[src/fsw_defines.svh]
// Purpose: constants of the flash status and write-protect block
// Assumes: 100 MHz system clock
// Notes: opcodes, bit positions, reset values and busy times
`ifndef FSW_DEFINES_SVH
`define FSW_DEFINES_SVH
// command codes
`define FSW_OP_ALLOW 8'h06
`define FSW_OP_FORBID 8'h04
`define FSW_OP_RD_LO 8'h05
`define FSW_OP_RD_MID 8'h35
`define FSW_OP_RD_HI 8'h15
`define FSW_OP_WR_LO 8'h01
`define FSW_OP_WR_MID 8'h31
`define FSW_OP_WR_HI 8'h11
`define FSW_OP_PROG 8'h02
`define FSW_OP_ER4K 8'h20
`define FSW_OP_ER32K 8'h52
`define FSW_OP_ER64K 8'hD8
`define FSW_OP_CHIP_A 8'h60
`define FSW_OP_CHIP_B 8'hC7
`define FSW_OP_PAUSE 8'h75
`define FSW_OP_RESUME 8'h7A
`define FSW_OP_LOCK 8'h36
`define FSW_OP_UNLOCK 8'h39
`define FSW_OP_RD_LOCK 8'h3D
`define FSW_OP_LOCK_ALL 8'h7E
`define FSW_OP_UNLOCK_ALL 8'h98
// status bit positions in the 24-bit word
`define FSW_RANGE_LSB 2
`define FSW_GUARD_LO_BIT 7
`define FSW_GUARD_HI_BIT 8
`define FSW_QUAD_BIT 9
`define FSW_SECLK_LSB 11
`define FSW_COMPL_BIT 14
`define FSW_SCHEME_BIT 18
`define FSW_DRV_LSB 21
`define FSW_PINFN_BIT 23
// reset of the stored fields: drive code 2'b10, all else zero
`define FSW_STATUS_RST 18'h10000
// lock array layout
`define FSW_BLOCK_LOCKS 254
`define FSW_TOP_SECT_BASE 270
`define FSW_LOCK_UNITS 286
// busy times in ns and in clock cycles
`define FSW_CLK_NS 10
`define FSW_SR_WR_NS 1000
`define FSW_PROG_NS 2000
`define FSW_ERASE_NS 4000
`define FSW_SR_WR_CYC ((`FSW_SR_WR_NS + `FSW_CLK_NS - 1) / `FSW_CLK_NS)
`define FSW_PROG_CYC ((`FSW_PROG_NS + `FSW_CLK_NS - 1) / `FSW_CLK_NS)
`define FSW_ERASE_CYC ((`FSW_ERASE_NS + `FSW_CLK_NS - 1) / `FSW_CLK_NS)
`endif

[src/fsw_pkg.sv]
// Purpose: types of the flash status and write-protect block
// Assumes: nothing
// Notes: stored status fields travel as one struct
package fsw_pkg;
  // one-hot operation states
  typedef enum logic [2:0] {
    fsw_s_idle = 3'b001,
    fsw_s_run = 3'b010,
    fsw_s_halt = 3'b100
  } fsw_state_t;
  // stored status fields, msb first
  typedef struct packed {
    logic pin_reset_role;
    logic [1:0] drive_code;
    logic protect_scheme_select;
    logic erase_paused_flag;
    logic range_complement_bit;
    logic [2:0] secure_lock;
    logic program_paused_flag;
    logic quad_pins_enable;
    logic status_guard_hi;
    logic status_guard_lo;
    logic [4:0] range_protect_bits;
  } fsw_status_t;
endpackage : fsw_pkg

[src/fsw_flash_status_protect.sv]
// Purpose: status register and write protection of a serial nor flash
// Assumes: serial pins are asynchronous and sampled by clk
// Notes: rst stands for a power cycle
// Summary of operation
// - busy flag set during internal operations
// - latch clear rejects writes, program, erase
// - five range bits refuse program and erase
// - range bits change only if unprotected
// - chip erase only with low bits zero
// - complement bit inverts the protected region
// - guard 00 accepts writes when latch set
// - guard 01 refuses writes while protect low
// - guard 10 refuses writes until power cycle
// - guard 11 refuses writes until power cycle
// - quad bit turns protect pins to data
// - three one-time lock bits stay set until power cycle
// - suspend sets erase or program pause flag
// - resume and power cycle clear pause flags
// - scheme bit picks range or unit locks
// - all unit locks set at any reset
// - 254 block and 32 sector locks
// - lock, unlock, read one unit by address
// - lock all and unlock all commands
// - two-bit drive code, half by default
// - pin function bit selects pause or reset
// - latch set by allow, cleared by writes
// - protect pin low blocks range and guard
// - range code scales top or bottom region by powers
`include "fsw_defines.svh"
module fsw_flash_status_protect (
  // system
  input wire logic clk,
  input wire logic rst,
  // serial link pins
  input wire logic sclk,
  input wire logic cs_n,
  input wire logic si,
  input wire logic wp_n,
  input wire logic hold_rst_n,
  output logic so,
  output logic so_oe,
  // state toward the array
  output logic busy,
  output logic [1:0] drive_code,
  output logic quad_mode,
  output logic [2:0] secure_ro
);
  // synchroniser stages: sclk, cs_n, si, wp_n, hold_rst_n
  logic [4:0] sync1_r;
  logic [4:0] sync2_r;
  logic [1:0] sync3_r; // delayed sclk and cs_n for edges
  // frame state
  logic [5:0] cnt_r, cnt_nxt; // bits received in frame
  logic [7:0] sh_r, sh_nxt; // input shifter
  logic [7:0] op_r, op_nxt; // opcode
  logic [23:0] addr_r, addr_nxt; // address
  logic [7:0] dat_r, dat_nxt; // first data byte
  logic so_r, so_nxt; // serial output bit
  // control state
  logic wel_r, wel_nxt; // write latch
  fsw_pkg::fsw_status_t st_r, st_nxt;
  logic [`FSW_LOCK_UNITS-1:0] lock_r, lock_nxt;
  fsw_pkg::fsw_state_t fsm_r, fsm_nxt;
  logic [9:0] tmr_r, tmr_nxt; // busy countdown
  logic erase_r, erase_nxt; // running op is an erase
  // decoded helpers
  logic rise, fall, cs_end, held, pin_reset, wp_low, clk_ok;
  logic byte_ok, idle, sr_ok, rd_on;
  logic [2:0] nbytes;
  logic [7:0] rx_byte, rd_byte;
  logic [23:0] status24, wr_word;
  logic addr_prot;
  logic [8:0] unit;

  // lock unit index: middle blocks, then bottom and top sectors
  function automatic logic [8:0] unit_idx(input logic [23:0] a);
    if (a[23:16] == 8'h00) begin
      unit_idx = 9'(`FSW_BLOCK_LOCKS) + {5'h00, a[15:12]};
    end else if (a[23:16] == 8'hFF) begin
      unit_idx = 9'(`FSW_TOP_SECT_BASE) + {5'h00, a[15:12]};
    end else begin
      unit_idx = {1'b0, a[23:16] - 8'h01};
    end
  endfunction : unit_idx

  // range decode with complement
  function automatic logic range_hit(input logic [23:0] a, input logic [4:0] bp,
                                     input logic cmp);
    logic [2:0] low;
    logic [2:0] lowc;
    logic [24:0] sz;
    logic hit;
    low = bp[2:0];
    lowc = (low > 3'h4) ? 3'h4 : low;
    sz = 25'h0000000;
    hit = 1'b0;
    if (low == 3'h7) begin
      hit = 1'b1;
    end else if (low != 3'h0) begin
      // sector sized steps cap at 32KB, block steps start at 1/64
      sz = bp[4] ? (25'h0000001 << (5'h0B + {2'h0, lowc}))
                 : (25'h0000001 << (5'h11 + {2'h0, low}));
      hit = bp[3] ? ({1'b0, a} < sz) : ({1'b0, a} >= (25'h1000000 - sz));
    end
    range_hit = hit ^ cmp;
  endfunction : range_hit

  // two-flop synchronisers and edge stage
  always_ff @(posedge clk or posedge rst) begin
    if (rst) begin
      // idle pin levels: sclk parked low, selects and guards high
      sync1_r <= 5'h0B;
      sync2_r <= 5'h0B;
      sync3_r <= 2'h1;
    end else begin
      sync1_r <= {sclk, cs_n, si, wp_n, hold_rst_n};
      sync2_r <= sync1_r;
      sync3_r <= sync2_r[4:3];
    end
  end

  assign held = !st_r.quad_pins_enable && !st_r.pin_reset_role && !sync2_r[0];
  assign pin_reset = !st_r.quad_pins_enable && st_r.pin_reset_role && !sync2_r[0];
  assign wp_low = !st_r.quad_pins_enable && !sync2_r[1];
  assign rise = sync2_r[4] && !sync3_r[1];
  assign fall = !sync2_r[4] && sync3_r[1];
  assign cs_end = sync2_r[3] && !sync3_r[0];
  assign clk_ok = !sync2_r[3] && !held;
  assign rx_byte = {sh_r[6:0], sync2_r[2]};
  assign nbytes = cnt_r[5:3];
  assign byte_ok = (cnt_r[2:0] == 3'h0) && (cnt_r != 6'h00);
  assign idle = (fsm_r == fsw_pkg::fsw_s_idle);
  assign sr_ok = !st_r.status_guard_hi && (!st_r.status_guard_lo || !wp_low);
  assign unit = unit_idx(addr_r);
  assign addr_prot = st_r.protect_scheme_select ? lock_r[unit]
                   : range_hit(addr_r, st_r.range_protect_bits,
                               st_r.range_complement_bit);

  assign status24 = {st_r.pin_reset_role, st_r.drive_code, 2'b00,
                     st_r.protect_scheme_select, 2'b00, st_r.erase_paused_flag,
                     st_r.range_complement_bit, st_r.secure_lock,
                     st_r.program_paused_flag, st_r.quad_pins_enable,
                     st_r.status_guard_hi, st_r.status_guard_lo,
                     st_r.range_protect_bits, wel_r, busy};
  // read data of the current read command
  always_comb begin
    rd_on = (cnt_r >= 6'h08) && ((op_r == `FSW_OP_RD_LO) ||
            (op_r == `FSW_OP_RD_MID) || (op_r == `FSW_OP_RD_HI));
    rd_byte = 8'h00;
    case (op_r)
      `FSW_OP_RD_LO: rd_byte = status24[7:0];
      `FSW_OP_RD_MID: rd_byte = status24[15:8];
      `FSW_OP_RD_HI: rd_byte = status24[23:16];
      `FSW_OP_RD_LOCK: begin
        rd_byte = {7'h00, lock_r[unit]};
        rd_on = (cnt_r >= 6'h20);
      end
      default: rd_byte = 8'h00;
    endcase
    // status write data placed in its word
    case (op_r)
      `FSW_OP_WR_LO: wr_word = {16'h0000, dat_r};
      `FSW_OP_WR_MID: wr_word = {8'h00, dat_r, 8'h00};
      default: wr_word = {dat_r, 16'h0000};
    endcase
  end

  // next state of frame and control
  always_comb begin
    cnt_nxt = cnt_r;
    sh_nxt = sh_r;
    op_nxt = op_r;
    addr_nxt = addr_r;
    dat_nxt = dat_r;
    so_nxt = so_r;
    wel_nxt = wel_r;
    st_nxt = st_r;
    lock_nxt = lock_r;
    fsm_nxt = fsm_r;
    tmr_nxt = tmr_r;
    erase_nxt = erase_r;
    // internal operation countdown
    if (fsm_r == fsw_pkg::fsw_s_run) begin
      if (tmr_r == 10'h000) begin
        fsm_nxt = fsw_pkg::fsw_s_idle;
      end else begin
        tmr_nxt = tmr_r - 10'h001;
      end
    end
    if (cs_end) begin
      // frame closed: run command when it ended on a byte
      cnt_nxt = 6'h00;
      op_nxt = 8'h00;
      if (byte_ok) begin
        case (op_r)
          `FSW_OP_ALLOW: if (nbytes == 3'h1 && idle) wel_nxt = 1'b1;
          `FSW_OP_FORBID: if (nbytes == 3'h1 && idle) wel_nxt = 1'b0;
          `FSW_OP_WR_LO, `FSW_OP_WR_MID, `FSW_OP_WR_HI: begin
            if (nbytes == 3'h2 && idle && wel_r) begin
              wel_nxt = 1'b0;
              if (sr_ok) begin
                fsm_nxt = fsw_pkg::fsw_s_run;
                tmr_nxt = 10'(`FSW_SR_WR_CYC);
                erase_nxt = 1'b0;
                if (op_r == `FSW_OP_WR_LO) begin
                  st_nxt.status_guard_lo = wr_word[`FSW_GUARD_LO_BIT];
                  st_nxt.range_protect_bits = wr_word[`FSW_RANGE_LSB +: 5];
                end else if (op_r == `FSW_OP_WR_MID) begin
                  st_nxt.status_guard_hi = wr_word[`FSW_GUARD_HI_BIT];
                  st_nxt.quad_pins_enable = wr_word[`FSW_QUAD_BIT];
                  st_nxt.range_complement_bit = wr_word[`FSW_COMPL_BIT];
                  st_nxt.secure_lock = st_r.secure_lock | wr_word[`FSW_SECLK_LSB +: 3];
                end else begin
                  st_nxt.protect_scheme_select = wr_word[`FSW_SCHEME_BIT];
                  st_nxt.drive_code = wr_word[`FSW_DRV_LSB +: 2];
                  st_nxt.pin_reset_role = wr_word[`FSW_PINFN_BIT];
                end
              end
            end
          end
          `FSW_OP_PROG, `FSW_OP_ER4K, `FSW_OP_ER32K, `FSW_OP_ER64K: begin
            if (idle && wel_r && (nbytes == 3'h4 || (op_r == `FSW_OP_PROG && nbytes >= 3'h5))) begin
              wel_nxt = 1'b0;
              if (!addr_prot) begin
                fsm_nxt = fsw_pkg::fsw_s_run;
                erase_nxt = (op_r != `FSW_OP_PROG);
                tmr_nxt = (op_r == `FSW_OP_PROG) ? 10'(`FSW_PROG_CYC) : 10'(`FSW_ERASE_CYC);
              end
            end
          end
          `FSW_OP_CHIP_A, `FSW_OP_CHIP_B: begin
            if (nbytes == 3'h1 && idle && wel_r) begin
              wel_nxt = 1'b0;
              if (st_r.range_protect_bits[2:0] == 3'h0 && !st_r.range_complement_bit) begin
                fsm_nxt = fsw_pkg::fsw_s_run;
                erase_nxt = 1'b1;
                tmr_nxt = 10'(`FSW_ERASE_CYC);
              end
            end
          end
          `FSW_OP_PAUSE: if (nbytes == 3'h1 && fsm_r == fsw_pkg::fsw_s_run) begin
            fsm_nxt = fsw_pkg::fsw_s_halt;
            tmr_nxt = tmr_r;
            if (erase_r) st_nxt.erase_paused_flag = 1'b1;
            else st_nxt.program_paused_flag = 1'b1;
          end
          `FSW_OP_RESUME: if (nbytes == 3'h1 && fsm_r == fsw_pkg::fsw_s_halt) begin
            fsm_nxt = fsw_pkg::fsw_s_run;
            st_nxt.erase_paused_flag = 1'b0;
            st_nxt.program_paused_flag = 1'b0;
          end
          `FSW_OP_LOCK: if (nbytes == 3'h4 && idle) lock_nxt[unit] = 1'b1;
          `FSW_OP_UNLOCK: if (nbytes == 3'h4 && idle) lock_nxt[unit] = 1'b0;
          `FSW_OP_LOCK_ALL: if (nbytes == 3'h1 && idle) lock_nxt = '1;
          `FSW_OP_UNLOCK_ALL: if (nbytes == 3'h1 && idle) lock_nxt = '0;
          default: lock_nxt = lock_r;
        endcase
      end
    end else if (clk_ok && rise) begin
      // shift in msb first; long frames wrap within the data phase
      sh_nxt = rx_byte;
      cnt_nxt = (cnt_r == 6'h3F) ? 6'h38 : cnt_r + 6'h01;
      if (cnt_r[2:0] == 3'h7) begin
        if (cnt_r[5:3] == 3'h0) begin
          op_nxt = rx_byte;
        end else if (cnt_r[5:3] <= 3'h3) begin
          addr_nxt = {addr_r[15:0], rx_byte};
        end
        if (cnt_r[5:3] == 3'h1) dat_nxt = rx_byte;
      end
    end else if (clk_ok && fall && rd_on) begin
      so_nxt = rd_byte[3'h7 - cnt_r[2:0]];
    end
    if (pin_reset) begin
      lock_nxt = '1;
      wel_nxt = 1'b0;
      fsm_nxt = fsw_pkg::fsw_s_idle;
      cnt_nxt = 6'h00;
      op_nxt = 8'h00;
      st_nxt.erase_paused_flag = 1'b0;
      st_nxt.program_paused_flag = 1'b0;
    end
  end

  // registers of frame and control
  always_ff @(posedge clk or posedge rst) begin
    if (rst) begin
      cnt_r <= 6'h00;
      sh_r <= 8'h00;
      op_r <= 8'h00;
      addr_r <= 24'h000000;
      dat_r <= 8'h00;
      so_r <= 1'b0;
      wel_r <= 1'b0;
      st_r <= `FSW_STATUS_RST;
      lock_r <= '1;
      fsm_r <= fsw_pkg::fsw_s_idle;
      tmr_r <= 10'h000;
      erase_r <= 1'b0;
    end else begin
      cnt_r <= cnt_nxt;
      sh_r <= sh_nxt;
      op_r <= op_nxt;
      addr_r <= addr_nxt;
      dat_r <= dat_nxt;
      so_r <= so_nxt;
      wel_r <= wel_nxt;
      st_r <= st_nxt;
      lock_r <= lock_nxt;
      fsm_r <= fsm_nxt;
      tmr_r <= tmr_nxt;
      erase_r <= erase_nxt;
    end
  end

  assign busy = (fsm_r == fsw_pkg::fsw_s_run);
  assign so = so_r;
  assign so_oe = clk_ok && rd_on;
  assign drive_code = st_r.drive_code;
  assign quad_mode = st_r.quad_pins_enable;
  assign secure_ro = st_r.secure_lock;
endmodule : fsw_flash_status_protect

[config.mk]
export PLATFORM = sky130hd
export DESIGN_NAME = fsw_flash_status_protect
export DESIGN_NICKNAME = d
export VERILOG_FILES = /design/src/fsw_pkg.sv /design/src/fsw_flash_status_protect.sv
export VERILOG_INCLUDE_DIRS = /design/src
export SDC_FILE = /design/constraint.sdc
export NUM_CORES = 2
export LEC_CHECK = 0
export ABC_AREA = 1
export BUFFER_PORTS_ARGS = -buffer_cell sky130_fd_sc_hd__buf_2
export CORE_UTILIZATION = 50
export DETAILED_ROUTE_END_ITERATION = 10
export GPL_TIMING_DRIVEN = 0
export PLACE_DENSITY = 0.65
export SYNTH_ARGS = -nofsm -noshare
export SYNTH_HDL_FRONTEND = slang
export SYNTH_SLANG_ARGS = --single-unit
export TNS_END_PERCENT = 10
[constraint.sdc]
create_clock -name clk -period 12.4 [get_ports clk]
set_input_delay 1.24 -clock clk [delete_from_list [all_inputs] [get_ports clk]]
set_output_delay 1.24 -clock clk [all_outputs]
set_load 0.02 [all_outputs]
# Word level (Yosys, flattened, before mapping)
# Cells that the tools add are included.
# word_totals
ff_bits	385
inputBits	7
output_inout_bits	9
# classes
n_addsub	9
n_lt_le_gt_ge	10
n_eq_ne	52
n_shift	2
n_mux	99
n_bitwise	10
n_reduce_logical	77
# op_table
operator	count
two-way mux 286 bit	7
one-hot mux 286 bit (4 select lines)	1
AND 286 bit	1
NOT 286 bit	1
bitwise OR 286 bit	1
two-way mux 10 bit	11
two-way mux 8 bit	8
<< shifter 1 x 5 -> 25 bit (first input constant)	2
== test 8 x 6 -> 1 bit (second input constant)	6
one-hot mux 24 bit (2 select lines)	1
two-way mux 3 bit	14
== test 8 x 7 -> 1 bit (second input constant)	5
one-hot mux 10 bit (4 select lines)	1
!= test 3 bit (second input constant)	13
== test 8 bit (second input constant)	4
one-hot mux 8 bit (4 select lines)	1
two-way mux 6 bit	5
two-way mux 1 bit	29
logical AND 1 bit	28
two-way mux 14 bit	2
two-way mux 9 bit	3
>= comparator 24 x 25 -> 1 bit	1
less-than comparator 24 x 25 -> 1 bit	1
two-way mux 25 bit	1
60 further kinds	112

# Logic depth before layout (Yosys ltp)
# depth
word_depth	18
mapped_depth	45

# Worst setup path after synthesis
# OpenSTA, ideal clock, no wires.
# synth_path
path_kind	register -> register
startpoint	reg st_r[0] (netlist name)
endpoint	reg tmr_r[5]
setup_ns	0.117
arrival_ns	4.904
required_ns	12.283
slack_ns	7.379
stages_incl_launch_ff	44
path_buffers	0
cell_sequence	dfrtp_1 inv_1 ha_1 inv_1 nand2_1 nand2_1 ha_1 inv_1 ha_1 nor2_2 clkinv_1 nor2_2 inv_1 nor2_1 inv_1 ha_1 nand2_1 nor2_1 [... 8 more ...] xnor2_1 ha_1 nand2_1 nor4_1 a31oi_1 o21a_1 nand2_1 nand3_1 nand2_1 nand2_1 nand3b_1 nand3_2 nand2_4 nand2_2 nand2_1 nand2_1 nand2_1 nand2_1
# synth_via
elab_chain_len	17
elab_cells_between_ends	26
# synth_rtl
item	line_no	source
start: declaration	fsw_flash_status_protect.sv:61	fsw_pkg::fsw_status_t st_r, st_nxt;
start signal: assignment	fsw_flash_status_protect.sv:295	st_r <= `FSW_STATUS_RST;
start signal: assignment	fsw_flash_status_protect.sv:308	st_r <= st_nxt;
greater-than comparator 3 bit	fsw_flash_status_protect.sv:94	lowc = (low > 3'h4) ? 3'h4 : low;
two-way mux 3 bit	fsw_flash_status_protect.sv:94	
adder 4 x 3 -> 5 bit	fsw_flash_status_protect.sv:101	sz = bp[4] ? (25'h0000001 << (5'h0B + {2'h0, lowc}))
<< shifter 1 x 5 -> 25 bit	fsw_flash_status_protect.sv:101	
two-way mux 25 bit	fsw_flash_status_protect.sv:101	
subtractor 25 bit	fsw_flash_status_protect.sv:103	hit = bp[3] ? ({1'b0, a} < sz) : ({1'b0, a} >= (25'h1000000 - sz));
>= comparator 24 x 25 -> 1 bit	fsw_flash_status_protect.sv:103	
two-way mux 1 bit	fsw_flash_status_protect.sv:103	
two-way mux 1 bit	fsw_flash_status_protect.sv:99	end else if (low != 3'h0) begin
two-way mux 1 bit	fsw_flash_status_protect.sv:97	if (low == 3'h7) begin
XOR 1 bit	fsw_flash_status_protect.sv:105	range_hit = hit ^ cmp;
two-way mux 1 bit	fsw_flash_status_protect.sv:135	assign addr_prot = st_r.protect_scheme_select ? lock_r[unit]
two-way mux 10 bit	fsw_flash_status_protect.sv:224	if (!addr_prot) begin
two-way mux 10 bit	fsw_flash_status_protect.sv:222	if (idle && wel_r && (nbytes == 3'h4 || (op_r == `FSW_OP_PROG && nbytes >= 3'h5))) begin
one-hot mux 10 bit (4 select lines) *	fsw_flash_status_protect.sv:195	case (op_r)
two-way mux 10 bit *	fsw_flash_status_protect.sv:194	if (byte_ok) begin
two-way mux 10 bit *	fsw_flash_status_protect.sv:190	if (cs_end) begin
end signal: assignment	fsw_flash_status_protect.sv:311	tmr_r <= tmr_nxt;
end: declaration	fsw_flash_status_protect.sv:64	logic [9:0] tmr_r, tmr_nxt;
# Every way passes the cells marked *; elsewhere a longest branch is shown, timed or not.
# A chain may end at the register's enable or synchronous reset.

# Worst setup path in the final report
# Ends and elaborated chain as after synthesis.

==> flow_summary.ini <==
[outcome]
status = complete, but fails checks
violations = max-capacitance violations, max-slew violations

[power_and_ir_drop]
ir_drop_v = 0.000115
powerDensity_mw_per_mm2 = 92.4
p_leak_nw = 12.0
power.total_mw = 2.74

[clock_network]
htree_levels = 2
clock_sinks = 385
post_cts_buffers = 0
postCtsResizedCells = 0
path_clk_slew_ns = 0.06
clockBufferDepth = 3
cts_tree = built
clk_latency_ns = 0.61
cts_buffers = 46
cts_root_buffer = clkbuf_16
hold_buffers = 0

[critical_path]
setup.worst_path.start_class = flip-flop
max_stage_delay_ns = 0.39
crit_type = flip-flop to flip-flop
crit_slowest_cell = dfrtp_1
end_kind = flip-flop
cp_max_fo = 9
critPathLaunch = st_r[0]$_DFFE_PP0P_
reg2reg_from = st_r[0]$_DFFE_PP0P_
crit_arrival_ns = 6.58
path_common_cell = nand2_1
required_ns = 12.87

[timing]
fin_skew_ns = 0.0355
setup_viol = 0
period_minus_slack_ns = 6.11
max_freq_mhz = 164
finalCritPeriodShare_pct = 49.2
worst_slew_pin_slew_ns = 1.57
rsz0062_at_grt = no
finalMaxSlewViolations = 22
finalSetupTns_ns = 0
hold_ws_ns = 0.347
relSlewSlack_pct = -4.53
fin_ws_ns = 6.29
hold_viol_final = 0

[synth]
synth_cells = 3890
synth_top_area_share_pct = 28.7
synth-compound-area-share_pct = 25.3
synth.distinct_cells = 53
synth_seq_cells = 385
netlist_area_mm2 = 0.0270
synth-xor-area-share_pct = 0.681
synthSimpleGateAreaFrac_pct = 23.6
synth_top_family_by_area = compound AO/OA/AOI/OAI gates
syn-mean-instance-area_um2 = 6.95
yosysSeqAreaShare_pct = 37.0
syn-num-nets = 3959
synthMostInstantiatedCell = nand2_1
ys_warn_count = 0
synthFlopType = dfstp_2
synth_top_cell_by_area = dfstp_2
synthMuxAreaShare_pct = 0
synth_edf_count = 0
yosys-top-cells-area = dfstp_2 29%, nand2_1 14%, dfrtp_1 8.3%
synthArstFlopShare_pct = 100
synth_fa_ha_area_share_pct = 2.87
synthTopCellsByCount = 1,013 x nand2_1, 443 x inv_1, 426 x nor2_1, 403 x o21ai_0, 295 x dfstp_2

[route]
viasPerCell = 6.20
wirelength_um = 114000
route.detailed.drc = 0
wl_per_cell_um = 24.2
dr.pass1.iters = 9
initialDrtViolationCount = 4190
num_vias = 29095
drtAntennaViolNets = 0

[layout]
multi_input_area_mm2 = 0.0142
fillers = 5206
fin_util_pct = 56.0
nets = 4027
final_cells = 4690
register_area_mm2 = 0.0100
design_area_mm2 = 0.0297
area_growth_pct = 9.77
drive_gt1_share_pct = 12.1

[placed_design]
post-place-ws_ns = 6.33
place_congestion = 1.02
place_area_mm2 = 0.0281
dp.cells = 4598
portBuffers = 15
dp_hpwl_um = 76200

[worst_hold_path]
min_from = sync1_r[4]$_DFF_PP0_
hp-class = flip-flop to flip-flop

[die]
start_util_pct = 51.0
row_count = 84
core_area_mm2 = 0.0530
die_h_um = 234
die_area_mm2 = 0.0550
ioPinCount = 16
die_x_um = 234

[global_routing]
grtUsageTotal_pct = 41.3
overflow = 0
grt_max_degree = 89
grt_pass1_wl_um = 169000
antenna_found_initial = 7
first_global_vias = 26798

[flow_run]
drv_cap = 2
-- cell families after synthesis --
family	Yosys count
compound gates	1084
flops	385
fa+ha+maj	62
buf+inv	728
xor+xnor	21
simple gates	1610
-- critical path, delay by kind of cell (launching register included) --
family | cells | cell delay, ns
flops | 1 | 0.39
xor+xnor | 1 | 0.14
simple gates | 29 | 3.31
buf+inv | 6 | 0.76
fa+ha+maj | 5 | 1.06
compound gates | 2 | 0.36
-- layer usage --
| metal | up-vias | global-route usage (%) | part of all wire, % |
|---|---|---|---|
| met2 | 1842 | 61.3 | 42 |
| met5 | - | 0 | 0.070 |
| met4 | 8 | 25.4 | 7.1 |
| met3 | 482 | 12.5 | 13 |
| met1 | 13556 | 52.6 | 38 |
| li1 | 13207 | - | - |
-- placed cells by master, fill, tap and decap left out, drive strengths merged, types with 6 or more instances in the layout --
master / synthesis / routed
nand3: 89 / 89
ha: 62 / 62
a32oi: 154 / 154
nor3: 32 / 32
dfrtp: 90 / 90
o2111ai: 7 / 7
buf: 48 / 68
clkinv: 9 / 22
inv: 455 / 455
a21oi: 169 / 169
a22oi: 78 / 78
dfstp: 295 / 295
o211ai: 173 / 173
a31oi: 40 / 40
diode: 0 / 6
nor4: 7 / 7
clkbuf: 216 / 286
xor2: 16 / 16
o21ai: 424 / 424
nor2: 434 / 434
o22ai: 16 / 16
nand2: 1025 / 1025
nand4: 17 / 17
-- power by group --
part | internal, mW | total (mW) | switching [mW]
Combinational | 0.00922 | 0.0454 | 0.0362
Sequential | 1.27 | 1.27 | 0.00540
Clock | 0.828 | 1.42 | 0.594
Total | 2.11 | 2.74 | 0.635
-- final timing paths --
path	end	slack (ns)	cells after the start
worst min-delay path	sync2_r[4]$_DFF_PP0_	0.35	0
min in group asynchronous	addr_r[10]$_DFFE_PP0P_	0.67	2
worst max register to register	tmr_r[5]$_DFFE_PP0P_	6.29	43
worst min register to register	sync2_r[4]$_DFF_PP0_	0.35	0
max in group asynchronous	lock_r[47]$_DFFE_PP1P_	10.12	5
worst max-delay path	tmr_r[5]$_DFFE_PP0P_	6.29	43
-- sequential cells by signal, summed over array words and instances (netlist names), 2 cells and up --
signal      flops
cnt_r           6
sh_r            7
secure_ro       3
dat_r           8
addr_r         24
tmr_r          10
sync2_r         5
st_r           12
op_r            8
sync3_r         2
fsm_r           3
sync1_r         5
drive_code      2
lock_r        286
-- final cells by class --
cell class / count / share of cell area, %
inverters: 464 / 5.91
multi-input cells: 2777 / 47.8
plain buffers: 264 / 3.73
diodes: 6 / 0.0506
clock buffers: 70 / 4.77
well taps: 688 / 2.90
repair buffers: 20 / 0.675
flip-flops and latches: 385 / 33.7
clock inverters: 16 / 0.460
Power figures use the tool's default switching activity.
